## config.mk

```make
export PLATFORM = sky130hd
export DESIGN_NAME = pmrc_top
export DESIGN_NICKNAME = d
export VERILOG_FILES = /design/src/design/pmrc_pkg.sv /design/src/design/pmrc_top.sv
export VERILOG_INCLUDE_DIRS = /design/src /design/src/design
export SDC_FILE = /design/constraint.sdc
export NUM_CORES = 1
export LEC_CHECK = 0
export ABC_AREA = 1
export BUFFER_PORTS_ARGS = -buffer_cell sky130_fd_sc_hd__buf_2
export CORE_MARGIN = 5
export CORE_UTILIZATION = 45
export DETAILED_ROUTE_END_ITERATION = 8
export PLACE_DENSITY = 0.77
export SYNTH_ARGS = -nofsm -noshare
export SYNTH_HDL_FRONTEND = slang
export SYNTH_SLANG_ARGS = --single-unit
export TNS_END_PERCENT = 5
```

## constraint.sdc

```tcl
create_clock -name sys_clk -period 2.2 [get_ports sys_clk]
set_input_delay 0.11 -clock sys_clk [delete_from_list [all_inputs] [get_ports sys_clk]]
set_output_delay 0.11 -clock sys_clk [all_outputs]
set_load 0.01 [all_outputs]
```

## src/design/pmrc_consts.svh

```systemverilog
/*
  Constants for the power monitor and reset control block: register
  offsets, field positions, reset values and timing counts.
  Assumes inclusion by its bare name from the package and the design.
*/
`ifndef PMRC_CONSTS_SVH
`define PMRC_CONSTS_SVH

// ****************************************************************
// Register byte offsets
// ****************************************************************
`define PMRC_OFS_RESET_SOURCE_REG   8'h00
`define PMRC_OFS_UCFG     8'h04
`define PMRC_OFS_DETCFG   8'h08
`define PMRC_OFS_PWRCTL   8'h0C
`define PMRC_OFS_STATUS   8'h10
`define PMRC_OFS_BOOTVEC  8'h14

// ****************************************************************
// Reset source flag positions
// ****************************************************************
`define PMRC_RS_PIN   0
`define PMRC_RS_SW    1
`define PMRC_RS_WDT   2
`define PMRC_RS_DROP  3
`define PMRC_RS_BRK   4
`define PMRC_RS_PON   5
`define PMRC_RS_W     6

// ****************************************************************
// User config fields
// ****************************************************************
`define PMRC_UC_LVL_LO  3
`define PMRC_UC_LVL_HI  5
`define PMRC_UC_RPE     6

// ****************************************************************
// Detector config fields
// ****************************************************************
`define PMRC_DC_IRQ_EN  0
`define PMRC_DC_LVL_LO  1
`define PMRC_DC_LVL_HI  2

// ****************************************************************
// Power control fields
// ****************************************************************
`define PMRC_PC_IDLE   0
`define PMRC_PC_PD     1
`define PMRC_PC_TPD    2
`define PMRC_PC_SWRST  3

// ****************************************************************
// Reset values and timing
// ****************************************************************
`define PMRC_UCFG_RST    8'h40
`define PMRC_DETCFG_RST  8'h00
`define PMRC_BOOTVEC_RST 8'h00
`define PMRC_RESET_SOURCE_REG_POR  6'h28
`define PMRC_LOW_VEC     16'h0000
`define PMRC_VEC_LOW_BYTE 8'h00
`define PMRC_RST_HOLD_NS 1000
`define PMRC_OSC_WAIT_NS 2000
`define PMRC_CLK_NS      8
`define PMRC_RST_CYC     ((`PMRC_RST_HOLD_NS + `PMRC_CLK_NS - 1) / `PMRC_CLK_NS)
`define PMRC_OSC_CYC     ((`PMRC_OSC_WAIT_NS + `PMRC_CLK_NS - 1) / `PMRC_CLK_NS)

`endif

```

## src/design/pmrc_pkg.sv

```systemverilog
/*
  Types for the power monitor and reset control block.
  Assumes the constants header sits beside it.
*/
package pmrc_pkg;
  `include "pmrc_consts.svh"

  // Power state of the device
  typedef enum logic [2:0] {
    PMRC_RUN,
    PMRC_IDLE,
    PMRC_PD,
    PMRC_TPD,
    PMRC_WAKE
  } pmrc_pwr_t;
endpackage

```

## src/design/pmrc_top.sv

```systemverilog
/*
  Power monitor and reset control: supply drop detection gating, low
  power modes, reset generation and reset source bookkeeping, reset
  vector choice, reached over an AHB-Lite slave.
  Assumes comparator outputs from analog detectors, event pulses from
  watchdog and UART on sys_clk, and an external power-on reset on resetn.
*/
`timescale 1ns/1ns
`include "pmrc_consts.svh"

// Operation
// - Supply-drop reset always active except total power-down; no software disable.
// - Supply-drop interrupt enable is separate from reset and flash protection.
// - Flash protect detector on outside power-down modes, fixed 2.4 V level.
// - Four levels each: two user-config bits for reset, two detector bits for irq.
// - Drop condition follows supply versus selected level while detection enabled.
// - Power-on flag set at power-up, held until software clears it.
// - Idle keeps peripherals running; any enabled interrupt or reset ends idle.
// - Power-down stops oscillator; exit only by reset or wake-capable interrupt.
// - Power-down keeps detector, watchdog, comparators, timer; RC off unless needed.
// - Total power-down also switches off drop detection and comparators.
// - Shared pin is active-low reset when pin enable is 1, else plain input.
// - Pin always acts as reset during power-up; nothing else overrides enable.
// - Reset from pin, power-on, drop, watchdog, software or UART break.
// - Each source has a readable flag; writing 0 clears it.
// - Power-on reset sets power-on and drop flags, clears all others.
// - Watchdog reset flags as power-on: power-on and drop set, others cleared.
// - Other resets set their own flag and keep uncleared flags.
// - Fetch from 0000H or boot vector high byte with low byte 00H.
// - Boot address after UART break, boot status bit 0 set, or forced programming.
// - Only power-on and watchdog resets return the system timer to defaults.
module pmrc_top
  import pmrc_pkg::*;
(
  input  wire logic        sys_clk,
  input  wire logic        resetn,
  // AHB-Lite slave
  input  wire logic        hsel,
  input  wire logic [31:0] haddr,
  input  wire logic [1:0]  htrans,
  input  wire logic        hwrite,
  input  wire logic [2:0]  hsize,
  input  wire logic [31:0] hwdata,
  input  wire logic        hready,
  output logic      [31:0] hrdata,
  output logic             hreadyout,
  output logic             hresp,
  // Analog detector outputs and shared reset pin, asynchronous: detectors high while supply below level
  input  wire logic [3:0]  drop_below_level,
  input  wire logic [3:0]  irq_below_level,
  input  wire logic        flash_below_level,
  input  wire logic        shared_reset_pin,
  // Events on sys_clk
  input  wire logic        wdt_timeout,
  input  wire logic        uart_break,
  input  wire logic        irq_pending,
  input  wire logic        wake_irq,
  input  wire logic        isp_force,
  input  wire logic        boot_status_byte_b0,
  input  wire logic        rc_is_sysclk,
  input  wire logic        timer_enabled,
  // Outputs
  output logic             sys_reset,
  output logic             timer_reset,
  output logic [15:0]      reset_vector,
  output logic             core_clk_run,
  output logic             periph_run,
  output logic             osc_enable,
  output logic             rc_osc_enable,
  output logic             drop_det_enable,
  output logic             comparator_enable,
  output logic             flash_protect,
  output logic             drop_irq,
  output logic             pin_input
);

  // ****************************************************************
  // Input synchronisers
  // ****************************************************************
  localparam int NSYNC = 10;
  logic [NSYNC-1:0] sync_a;
  logic [NSYNC-1:0] sync_b;
  wire  [NSYNC-1:0] async_in = {shared_reset_pin, flash_below_level, irq_below_level, drop_below_level};

  // Two stages; only sync_b is read by logic
  always_ff @(posedge sys_clk or negedge resetn) begin
    if (!resetn) begin
      sync_a <= {NSYNC{1'b1}} ^ {1'b0, {9{1'b1}}};
      sync_b <= {NSYNC{1'b1}} ^ {1'b0, {9{1'b1}}};
    end else begin
      sync_a <= async_in;
      sync_b <= sync_a;
    end
  end

  wire [3:0] drop_lv_s  = sync_b[3:0];
  wire [3:0] irq_lv_s   = sync_b[7:4];
  wire       flash_lv_s = sync_b[8];
  wire       pin_s      = sync_b[9];

  // ****************************************************************
  // Registers
  // ****************************************************************
  logic [`PMRC_RS_W-1:0] reset_source_reg;
  logic [7:0]  user_config_word;
  logic [7:0]  drop_detect_config;
  logic [7:0]  boot_vec;
  pmrc_pwr_t   pwr;
  logic        in_powerup;
  logic        in_reset;
  logic [15:0] cnt;
  logic        wr_pend;
  logic [7:0]  wr_ofs;

  localparam logic [15:0] RST_CYC = 16'(`PMRC_RST_CYC);
  localparam logic [15:0] OSC_CYC = 16'(`PMRC_OSC_CYC);

  // ****************************************************************
  // Detector selection
  // ****************************************************************
  wire       tpd_now       = (pwr == PMRC_TPD);
  wire       pd_any        = (pwr == PMRC_PD) || tpd_now;
  wire [1:0] drop_rst_sel  = {user_config_word[`PMRC_UC_LVL_HI], user_config_word[`PMRC_UC_LVL_LO]};
  wire [1:0] drop_irq_sel  = {drop_detect_config[`PMRC_DC_LVL_HI], drop_detect_config[`PMRC_DC_LVL_LO]};
  wire       drop_rst_cond = !tpd_now && drop_lv_s[drop_rst_sel];
  wire       drop_irq_cond = !tpd_now && drop_detect_config[`PMRC_DC_IRQ_EN]
                             && irq_lv_s[drop_irq_sel];
  wire       reset_pin_enable           = user_config_word[`PMRC_UC_RPE];
  wire       pin_rst       = !pin_s && (reset_pin_enable || in_powerup);

  // ****************************************************************
  // AHB-Lite decode
  // ****************************************************************
  wire        acc     = hsel && hready && htrans[1];
  wire        wr_acc  = acc && hwrite;
  wire [7:0]  a_ofs   = haddr[7:0];
  wire        wr_rs   = wr_pend && (wr_ofs == `PMRC_OFS_RESET_SOURCE_REG);
  wire        wr_uc   = wr_pend && (wr_ofs == `PMRC_OFS_UCFG);
  wire        wr_dc   = wr_pend && (wr_ofs == `PMRC_OFS_DETCFG);
  wire        wr_pc   = wr_pend && (wr_ofs == `PMRC_OFS_PWRCTL);
  wire        wr_bv   = wr_pend && (wr_ofs == `PMRC_OFS_BOOTVEC);
  wire        sw_rst  = wr_pc && hwdata[`PMRC_PC_SWRST];
  wire [7:0]  status  = {2'h0, in_reset, pd_any, drop_irq_cond, drop_rst_cond, flash_lv_s, pin_s};

  // Read mux; unmapped words read zero
  wire [31:0] rd_mux =
    (a_ofs == `PMRC_OFS_RESET_SOURCE_REG)  ? {26'h0, reset_source_reg} :
    (a_ofs == `PMRC_OFS_UCFG)    ? {24'h0, user_config_word} :
    (a_ofs == `PMRC_OFS_DETCFG)  ? {24'h0, drop_detect_config} :
    (a_ofs == `PMRC_OFS_PWRCTL)  ? {29'h0, tpd_now, pwr == PMRC_PD, pwr == PMRC_IDLE} :
    (a_ofs == `PMRC_OFS_STATUS)  ? {24'h0, status} :
    (a_ofs == `PMRC_OFS_BOOTVEC) ? {24'h0, boot_vec} : 32'h0000_0000;

  // ****************************************************************
  // Reset event classification
  // ****************************************************************
  wire por_like  = wdt_timeout;
  wire other_rst = pin_rst || drop_rst_cond || sw_rst || uart_break;
  wire any_rst   = por_like || other_rst;

  // Flags: hardware set wins over software clear
  wire [`PMRC_RS_W-1:0] set_bits = {1'b0, uart_break, drop_rst_cond, 1'b0, sw_rst, pin_rst};
  wire [`PMRC_RS_W-1:0] kept     = wr_rs ? (reset_source_reg & hwdata[`PMRC_RS_W-1:0]) : reset_source_reg;
  wire [`PMRC_RS_W-1:0] next_rs  = por_like ? `PMRC_RESET_SOURCE_REG_POR : (kept | set_bits);

  // Boot vector choice when a reset starts, and through the power-up hold
  wire use_boot = uart_break || boot_status_byte_b0 || (in_powerup && isp_force);

  // ****************************************************************
  // Bus data phase bookkeeping
  // ****************************************************************
  always_ff @(posedge sys_clk or negedge resetn) begin
    if (!resetn) begin
      wr_pend <= 1'b0;
      wr_ofs  <= 8'h00;
      hrdata  <= 32'h0000_0000;
    end else begin
      wr_pend <= wr_acc;
      wr_ofs  <= a_ofs;
      if (acc && !hwrite)
        hrdata <= rd_mux;
    end
  end

  // Zero wait states, always OKAY
  always_ff @(posedge sys_clk or negedge resetn) begin
    if (!resetn) begin
      hreadyout <= 1'b0;
      hresp     <= 1'b0;
    end else begin
      hreadyout <= 1'b1;
      hresp     <= 1'b0;
    end
  end

  // ****************************************************************
  // Config registers; power-on writes the defaults
  // ****************************************************************
  always_ff @(posedge sys_clk or negedge resetn) begin
    if (!resetn) begin
      user_config_word   <= `PMRC_UCFG_RST;
      drop_detect_config <= `PMRC_DETCFG_RST;
      boot_vec           <= `PMRC_BOOTVEC_RST;
    end else begin
      if (wr_uc)
        user_config_word <= hwdata[7:0];
      if (wr_dc)
        drop_detect_config <= hwdata[7:0];
      if (wr_bv)
        boot_vec <= hwdata[7:0];
    end
  end

  // Power-on sets power-on and drop flags only
  always_ff @(posedge sys_clk or negedge resetn) begin
    if (!resetn)
      reset_source_reg <= `PMRC_RESET_SOURCE_REG_POR;
    else
      reset_source_reg <= next_rs;
  end

  // ****************************************************************
  // Reset sequencer and power state
  // ****************************************************************
  always_ff @(posedge sys_clk or negedge resetn) begin
    if (!resetn) begin
      in_powerup <= 1'b1;
      in_reset   <= 1'b1;
      cnt        <= RST_CYC;
      pwr        <= PMRC_RUN;
    end else if (any_rst) begin
      in_reset <= 1'b1;
      cnt      <= RST_CYC;
      pwr      <= PMRC_RUN;
    end else if (in_reset) begin
      // Hold the core until the stretch runs out
      if (cnt == 16'h0000) begin
        in_reset   <= 1'b0;
        in_powerup <= 1'b0;
      end else begin
        cnt <= cnt - 16'h0001;
      end
    end else begin
      case (pwr)
        PMRC_RUN: begin
          if (wr_pc && hwdata[`PMRC_PC_TPD])
            pwr <= PMRC_TPD;
          else if (wr_pc && hwdata[`PMRC_PC_PD])
            pwr <= PMRC_PD;
          else if (wr_pc && hwdata[`PMRC_PC_IDLE])
            pwr <= PMRC_IDLE;
        end
        PMRC_IDLE: begin
          if (irq_pending)
            pwr <= PMRC_RUN;
        end
        PMRC_PD, PMRC_TPD: begin
          if (wake_irq) begin
            pwr <= PMRC_WAKE;
            cnt <= OSC_CYC;
          end
        end
        PMRC_WAKE: begin
          // Oscillator settles before the core clock returns
          if (cnt == 16'h0000)
            pwr <= PMRC_RUN;
          else
            cnt <= cnt - 16'h0001;
        end
        default: pwr <= PMRC_RUN;
      endcase
    end
  end

  // ****************************************************************
  // Registered outputs
  // ****************************************************************
  wire next_rc = !pd_any || (rc_is_sysclk && timer_enabled);

  always_ff @(posedge sys_clk or negedge resetn) begin
    if (!resetn) begin
      sys_reset         <= 1'b1;
      timer_reset       <= 1'b1;
      reset_vector      <= `PMRC_LOW_VEC;
      core_clk_run      <= 1'b0;
      periph_run        <= 1'b1;
      osc_enable        <= 1'b1;
      rc_osc_enable     <= 1'b1;
      drop_det_enable   <= 1'b1;
      comparator_enable <= 1'b1;
      flash_protect     <= 1'b0;
      drop_irq          <= 1'b0;
      pin_input         <= 1'b1;
    end else begin
      sys_reset         <= any_rst || in_reset;
      timer_reset       <= por_like;
      // Power-up hold honours boot status and forced programming; set only, so a late change cannot clear it
      if (any_rst)
        reset_vector    <= use_boot ? {boot_vec, `PMRC_VEC_LOW_BYTE} : `PMRC_LOW_VEC;
      else if (in_powerup && use_boot)
        reset_vector    <= {boot_vec, `PMRC_VEC_LOW_BYTE};
      core_clk_run      <= !in_reset && (pwr == PMRC_RUN);
      periph_run        <= !pd_any;
      osc_enable        <= !pd_any;
      rc_osc_enable     <= next_rc;
      drop_det_enable   <= !tpd_now;
      comparator_enable <= !tpd_now;
      flash_protect     <= !pd_any && flash_lv_s;
      drop_irq          <= drop_irq_cond;
      pin_input         <= (reset_pin_enable || in_powerup) ? 1'b1 : pin_s;
    end
  end

endmodule

```

After elaboration in Yosys (flattened, before gate mapping)
Cells that the tools add are included.
{ "op_classes": {"muxes": 33, "n_bitwise": 3, "n_eq_ne": 19, "n_reduce_logical": 47, "n_lt_le_gt_ge": 2, "addsub": 1} }
{ "op_table": {"columns": ["cell", "n"], "rows": [
  ["2-to-1 mux 16 bit", 7],
  ["2-to-1 mux 8 bit", 6],
  ["equality test 8 x 4 -> 1 bit (second input constant)", 4],
  ["case mux 16 bit (2 select lines)", 1],
  ["equality test 8 x 5 -> 1 bit (second input constant)", 3],
  ["2-to-1 mux 3 bit", 8],
  ["logical AND 1 bit", 22],
  ["equality test 8 x 3 -> 1 bit (second input constant)", 2],
  ["zero test 16 bit", 1],
  ["zero test 8 bit", 2],
  ["subtractor 16 x 1 -> 16 bit (second input constant)", 1],
  ["2-to-1 mux 6 bit", 2],
  ["case mux 3 bit (4 select lines)", 1],
  ["logical OR 1 bit", 10],
  ["inequality test 3 bit (second input constant)", 3],
  ["bitwise AND 6 bit", 1],
  ["equality test 3 x 2 -> 1 bit (second input constant)", 2],
  ["less-than comparator 2 x 3 -> 1 bit (second input constant)", 2],
  ["2-to-1 mux 1 bit", 6],
  ["OR 6 x 5 -> 6 bit", 1],
  ["zero test 1 bit", 5],
  ["inequality test 5 bit (second input constant)", 1],
  ["AND reduction 5 bit", 1],
  ["binary-select mux 1 bit (select 2 bit)", 2],
  ["11 further kinds", 11]
]} }
{ "word_totals": {"output_inout_bits": 61, "ff_bits": 138} }

Depth between registers and ports, before layout
{ "depth": {"word_depth": 9, "mapped_depth": 13, "depth_no_buf": 13} }

Worst setup path after synthesis
No wires, ideal clock.
{ "synth_path": {"path_type": "register -> register", "from": "register cnt[0]", "to": "register cnt[10]", "path_stages_with_launch": 10, "n_path_buf": 0, "slack_ns": 0.382, "required_time_ns": 2.134, "arrival_time_ns": 1.752, "cell_sequence": "dfstp_2 > inv_1 > ha_1 > nand2_1 > nor2_1 > nand2_1 > clkinv_1 > nor3b_1 > o211ai_1 > nand2_1"} }
{ "synth_via": {"elab_chain_len": 5, "word_cells_on_any_way": 6, "cone_classes": "add/sub: 1; mux: 4; reduce/logical: 1"} }
{ "synth_lines": {"columns": ["item", "line_no", "rtl"], "rows": [
  ["from (decl)", "pmrc_top.sv:111", "logic [15:0] cnt;"],
  ["from (signal assigned)", "pmrc_top.sv:241", "cnt <= cnt - 16'h0001;"],
  ["from (signal assigned)", "pmrc_top.sv:268", "cnt <= cnt - 16'h0001;"],
  ["subtractor 16 x 1 -> 16 bit or zero test 16 bit (tied branches)", null, null],
  ["2-to-1 mux 16 bit (*)", "pmrc_top.sv:237, pmrc_top.sv:265", null],
  ["case mux 16 bit (2 select lines)", "pmrc_top.sv:244", "case (pwr)"],
  ["2-to-1 mux 16 bit (*)", "pmrc_top.sv:235", "end else if (in_reset) begin"],
  ["2-to-1 mux 16 bit (*)", "pmrc_top.sv:231", "end else if (any_rst) begin"]
]} }
Every way passes the cells marked *; elsewhere a longest branch is shown, timed or not.
A chain may end at the register's enable or synchronous reset.

Worst setup path after layout
{ "layout_path": {"from": "input haddr[6]", "to": "register hrdata[0]"} }
{ "layout_via": {"elab_chain_len": 7, "word_cells_on_any_way": 12, "cone_classes": "eq/ne: 5; mux: 6; reduce/logical: 1"} }
{ "layout_lines": {"columns": ["item", "line_no", "rtl"], "rows": [
  ["from (decl)", "pmrc_top.sv:39", "input wire logic [31:0] haddr,"],
  ["equality test 8 x 5 -> 1 bit (no line)", null, null],
  ["2-to-1 mux 8 bit", "pmrc_top.sv:152", "(a_ofs == `PMRC_OFS_BOOTVEC) ? {24'h0, boot_vec} : 32'h0000_0000;"],
  ["2-to-1 mux 8 bit", "pmrc_top.sv:151", "(a_ofs == `PMRC_OFS_STATUS) ? {24'h0, status} :"],
  ["2-to-1 mux 8 bit", "pmrc_top.sv:150", "(a_ofs == `PMRC_OFS_PWRCTL) ? {29'h0, tpd_now, pwr == PMRC_PD, pwr == PMRC_IDLE} :"],
  ["2-to-1 mux 8 bit", "pmrc_top.sv:149", "(a_ofs == `PMRC_OFS_DETCFG) ? {24'h0, drop_detect_config} :"],
  ["2-to-1 mux 8 bit", "pmrc_top.sv:148", "(a_ofs == `PMRC_OFS_UCFG) ? {24'h0, user_config_word} :"],
  ["2-to-1 mux 8 bit (*)", "pmrc_top.sv:147", "(a_ofs == `PMRC_OFS_RESET_SOURCE_REG) ? {26'h0, reset_source_reg} :"],
  ["to (signal assigned)", "pmrc_top.sv:181", "hrdata <= rd_mux;"],
  ["to (decl)", "pmrc_top.sv:45", "output logic [31:0] hrdata,"]
]} }
Marks and branches as above.

==> qor.csv <==
metric;value;unit
run status;complete, no violations;
Reg-to-Reg Start;cnt[0];
antenna-violating nets left;0;
horizontal die dimension;118.5;um
CTS H-Tree Depth;3;
PnR Total Power;3.822;mW
Primary FF master, synth;sky130_fd_sc_hd__dfrtp_1;
global-route wire length before repair;21130;um
Final GP Congestion;0.9372;
average footprint of a synthesized cell;8.179;um^2
Hold Path Origin;hready;
synthesis warning total;0;
Final min period;1987;ps
register with the most flip-flops;cnt;
final-layout fill cell count;1077;
number of sinks on the clock net;106;
Skew-Pair Late Insertion Delay;350;ps
CTS tree;built;
number of nets in the layout;842;
post-layout instance area;0.006220;mm^2
clock skew after layout;13.59;ps
DP Wirelength;9367;um
library cell with the highest instance count after synthesis;sky130_fd_sc_hd__nand2_1;
Max rail drop VDD;0.0006386;V
GRT overflow;0;
type of destination of the critical path;register;
part of the cycle the worst path needs;90.33;%
Placed Area;0.005708;mm^2
Power per Cell Area;614.5;mW/mm^2
detailed-routing iteration count for the pre-antenna-repair pass;5;
buffer levels on the longest clock path;2;
Gate Count Post-Synth;648;
pin count of the biggest net entering global routing;43;
antenna violations before repair;0;
Die Outline Area;0.01405;mm^2
initial core utilization;46.22;%
Routed WL per cell;14.05;um
startpoint type of the worst setup path;input port;
Syn Std Cell Area;0.005300;mm^2
Arrival @ worst endpoint;2280;ps
area fraction of the dominant cell type after synthesis;41.08;%
total number of vias;4454;
async set-or-reset flop fraction in the synthesized netlist;100.0;%
ratio of cells with drive above 1 in the final layout;19.12;%
path class of the lowest-slack min-delay path;input port to register;
signed area change from the synthesized netlist to the final layout;17.35;%
final-report setup violation count;0;
number of vias per cell after detailed routing;4.971;
endpoint with the worst hold slack;wr_pend;
number of buffers added for setup after CTS;0;
Clk Tree Root Cell;sky130_fd_sc_hd__clkbuf_16;
least setup slack across all paths after layout;212.7;ps
height of the die;118.5;um
pre-CTS setup slack;211.5;ps
top cells by count, synth;179 x sky130_fd_sc_hd__nand2_1, 87 x sky130_fd_sc_hd__dfrtp_1, 60 x sky130_fd_sc_hd__nor2_1;
biggest fanout along the worst timing path;7;
static leakage;3.261;nW
registers with the most flip-flops;cnt x16, sync_a x10, sync_b x10;
Setup Total Neg Slack;0;ps
Top-Level Pins;153;
unrepaired setup endpoints after global routing;false;
final hold viol count;0;
R2R Path End;cnt[2];
final antenna diode count;0;
number of enable flip-flop cells after synthesis;0;
Row Count;39;
post-synthesis sequential area ratio;50.50;%
post-CTS clock slew at the launch and capture registers of the worst setup and hold paths;70;ps
PortBufs;67;
reg2reg setup slack;260;ps
number of buffers created by CTS;9;
count of cells along the worst register-to-register path;9;
WP data required;2490;ps
post-synthesis sequential element count;106;
vias in the first global route;4426;
remaining design rule violation count;0;
MaxCap Viol Count;0;
post-route non-filler standard cell count;896;
First DRT Iteration DRCs;315;
type of the setup path with the least slack;input port to register;
core region area;0.01147;mm^2
max FFs per register;16;
top post-synthesis cells by area;sky130_fd_sc_hd__dfrtp_1 41%, sky130_fd_sc_hd__nand2_1 13%, sky130_fd_sc_hd__dfstp_2 9.4%, sky130_fd_sc_hd__nand3_1 5.3%, sky130_fd_sc_hd__buf_4 5.1%;
combined global-route utilization of all metal layers;18.44;%
hold path depth;3;
Synth area leader;sky130_fd_sc_hd__dfrtp_1;
worst slew slack as a fraction of its limit;60.53;%
slew at the pin with the worst max-slew slack;589.8;ps
placed insts;857;
number of max-slew violations in the final report;0;
final WL;12590;um
number of different library cells in the post-synthesis netlist;44;
achievable frequency;503.2;MHz
stage by stage:
stage,util (%),hold slack (ps)
floorplan,-,-185.6
global placement,49.78,130.8
detailed placement,49.78,130.3
CTS,54.14,3.808
global route,54.24,13.70
finish,54.24,17.23
final cells by class:
cell class | instances | area (um^2) | area share, %
Clock buffer | 12 | 236.5 | 3.802
Tap cell | 143 | 178.9 | 2.877
Multi-Input combinational cell | 460 | 2175 | 34.96
Timing Repair Buffer | 102 | 658.1 | 10.58
Inverter | 69 | 261.5 | 4.204
Sequential cell | 106 | 2676 | 43.03
Clock inverter | 4 | 33.78 | 0.5431
where the power goes:
part | switching (mW) | internal, mW
logic | 0.179 | 0.102
clock network | 0.724 | 0.784
registers | 0.0276 | 2.00
critical path, stage by stage:
cell and delay, ps:
sky130_fd_sc_hd__dlygate4sd3_1 540, sky130_fd_sc_hd__buf_2 130, sky130_fd_sc_hd__inv_1 60, sky130_fd_sc_hd__nand2_1 60, sky130_fd_sc_hd__nor3_2 320, sky130_fd_sc_hd__nand3_1 190
sky130_fd_sc_hd__nor2_1 500, sky130_fd_sc_hd__nand2_1 110, sky130_fd_sc_hd__nand4_1 150, sky130_fd_sc_hd__nand2_1 60, sky130_fd_sc_hd__inv_1 50
placed cells by master, fill, tap and decap left out, types with 2 or more instances in the layout:
master                          netlist  layout
sky130_fd_sc_hd__nand2_1            179     178
sky130_fd_sc_hd__dfrtp_1             87      87
sky130_fd_sc_hd__buf_2                3      66
sky130_fd_sc_hd__nor2_1              60      60
sky130_fd_sc_hd__inv_1               56      56
sky130_fd_sc_hd__nand3_1             56      56
sky130_fd_sc_hd__o21ai_0             36      36
sky130_fd_sc_hd__conb_1               2      34
sky130_fd_sc_hd__dlygate4sd3_1        0      23
sky130_fd_sc_hd__dfstp_2             19      19
sky130_fd_sc_hd__a21oi_1             17      17
sky130_fd_sc_hd__buf_4               36      13
sky130_fd_sc_hd__nand4_1             12      12
sky130_fd_sc_hd__nand2_2             10      11
sky130_fd_sc_hd__nor3_1               9       9
sky130_fd_sc_hd__clkbuf_16            0       9
sky130_fd_sc_hd__inv_2                8       8
sky130_fd_sc_hd__o211ai_1             8       8
sky130_fd_sc_hd__clkinv_1             4       4
sky130_fd_sc_hd__a22oi_1              4       4
sky130_fd_sc_hd__nor2_4               2       3
sky130_fd_sc_hd__and3_1               3       3
sky130_fd_sc_hd__xnor2_1              3       3
sky130_fd_sc_hd__clkbuf_1             4       3
sky130_fd_sc_hd__nand2_4              2       2
sky130_fd_sc_hd__nand3b_1             2       2
sky130_fd_sc_hd__nand3_4              2       2
sky130_fd_sc_hd__nand3_2              2       2
sky130_fd_sc_hd__xor2_1               2       2
sky130_fd_sc_hd__a31oi_1              2       2
sky130_fd_sc_hd__ha_1                 2       2
sky130_fd_sc_hd__inv_6                0       2
cells by family after synthesis:
| logic type | count (synthesis) | synth area share (%) |
|---|---|---|
| AND/OR/NAND/NOR | 346 | 29.37 |
| other | 2 | 0.1417 |
| XOR/XNOR | 5 | 0.8264 |
| AO/OA/AOI/OAI | 73 | 7.743 |
| flip-flops | 106 | 50.50 |
| adder cells (fa/ha/maj) | 2 | 0.4721 |
| buffers and inverters | 114 | 10.95 |
worst max path at each step:
stage | slack (ps) | endpoint | start
floorplan | 380 | cnt[10] | cnt[0]
global placement | 230 | reset_vector[14] | sync_b[9]
detailed placement | 210 | reset_vector[12] | sync_b[9]
CTS | 150 | reset_vector[12] | wdt_timeout
global route | 10 | hrdata[5] | haddr[6]
finish | 210 | hrdata[0] | haddr[6]
routing by layer:
metal | routed length (um) | track usage, %
met3 | 829 | 4.823
met1 | 5128 | 22.22
met2 | 6322 | 32.03
met5 | 0 | 0
met4 | 307 | 6.237
repair_timing:
action | in CTS | in global routing
setup endpoints to repair | 0 | 3
hold buffers | 23 | 0
endpoints found under the hold margin | 57 | 0
gates resized for setup | 0 | 3
No activity file was read; power rests on OpenSTA's default activity.
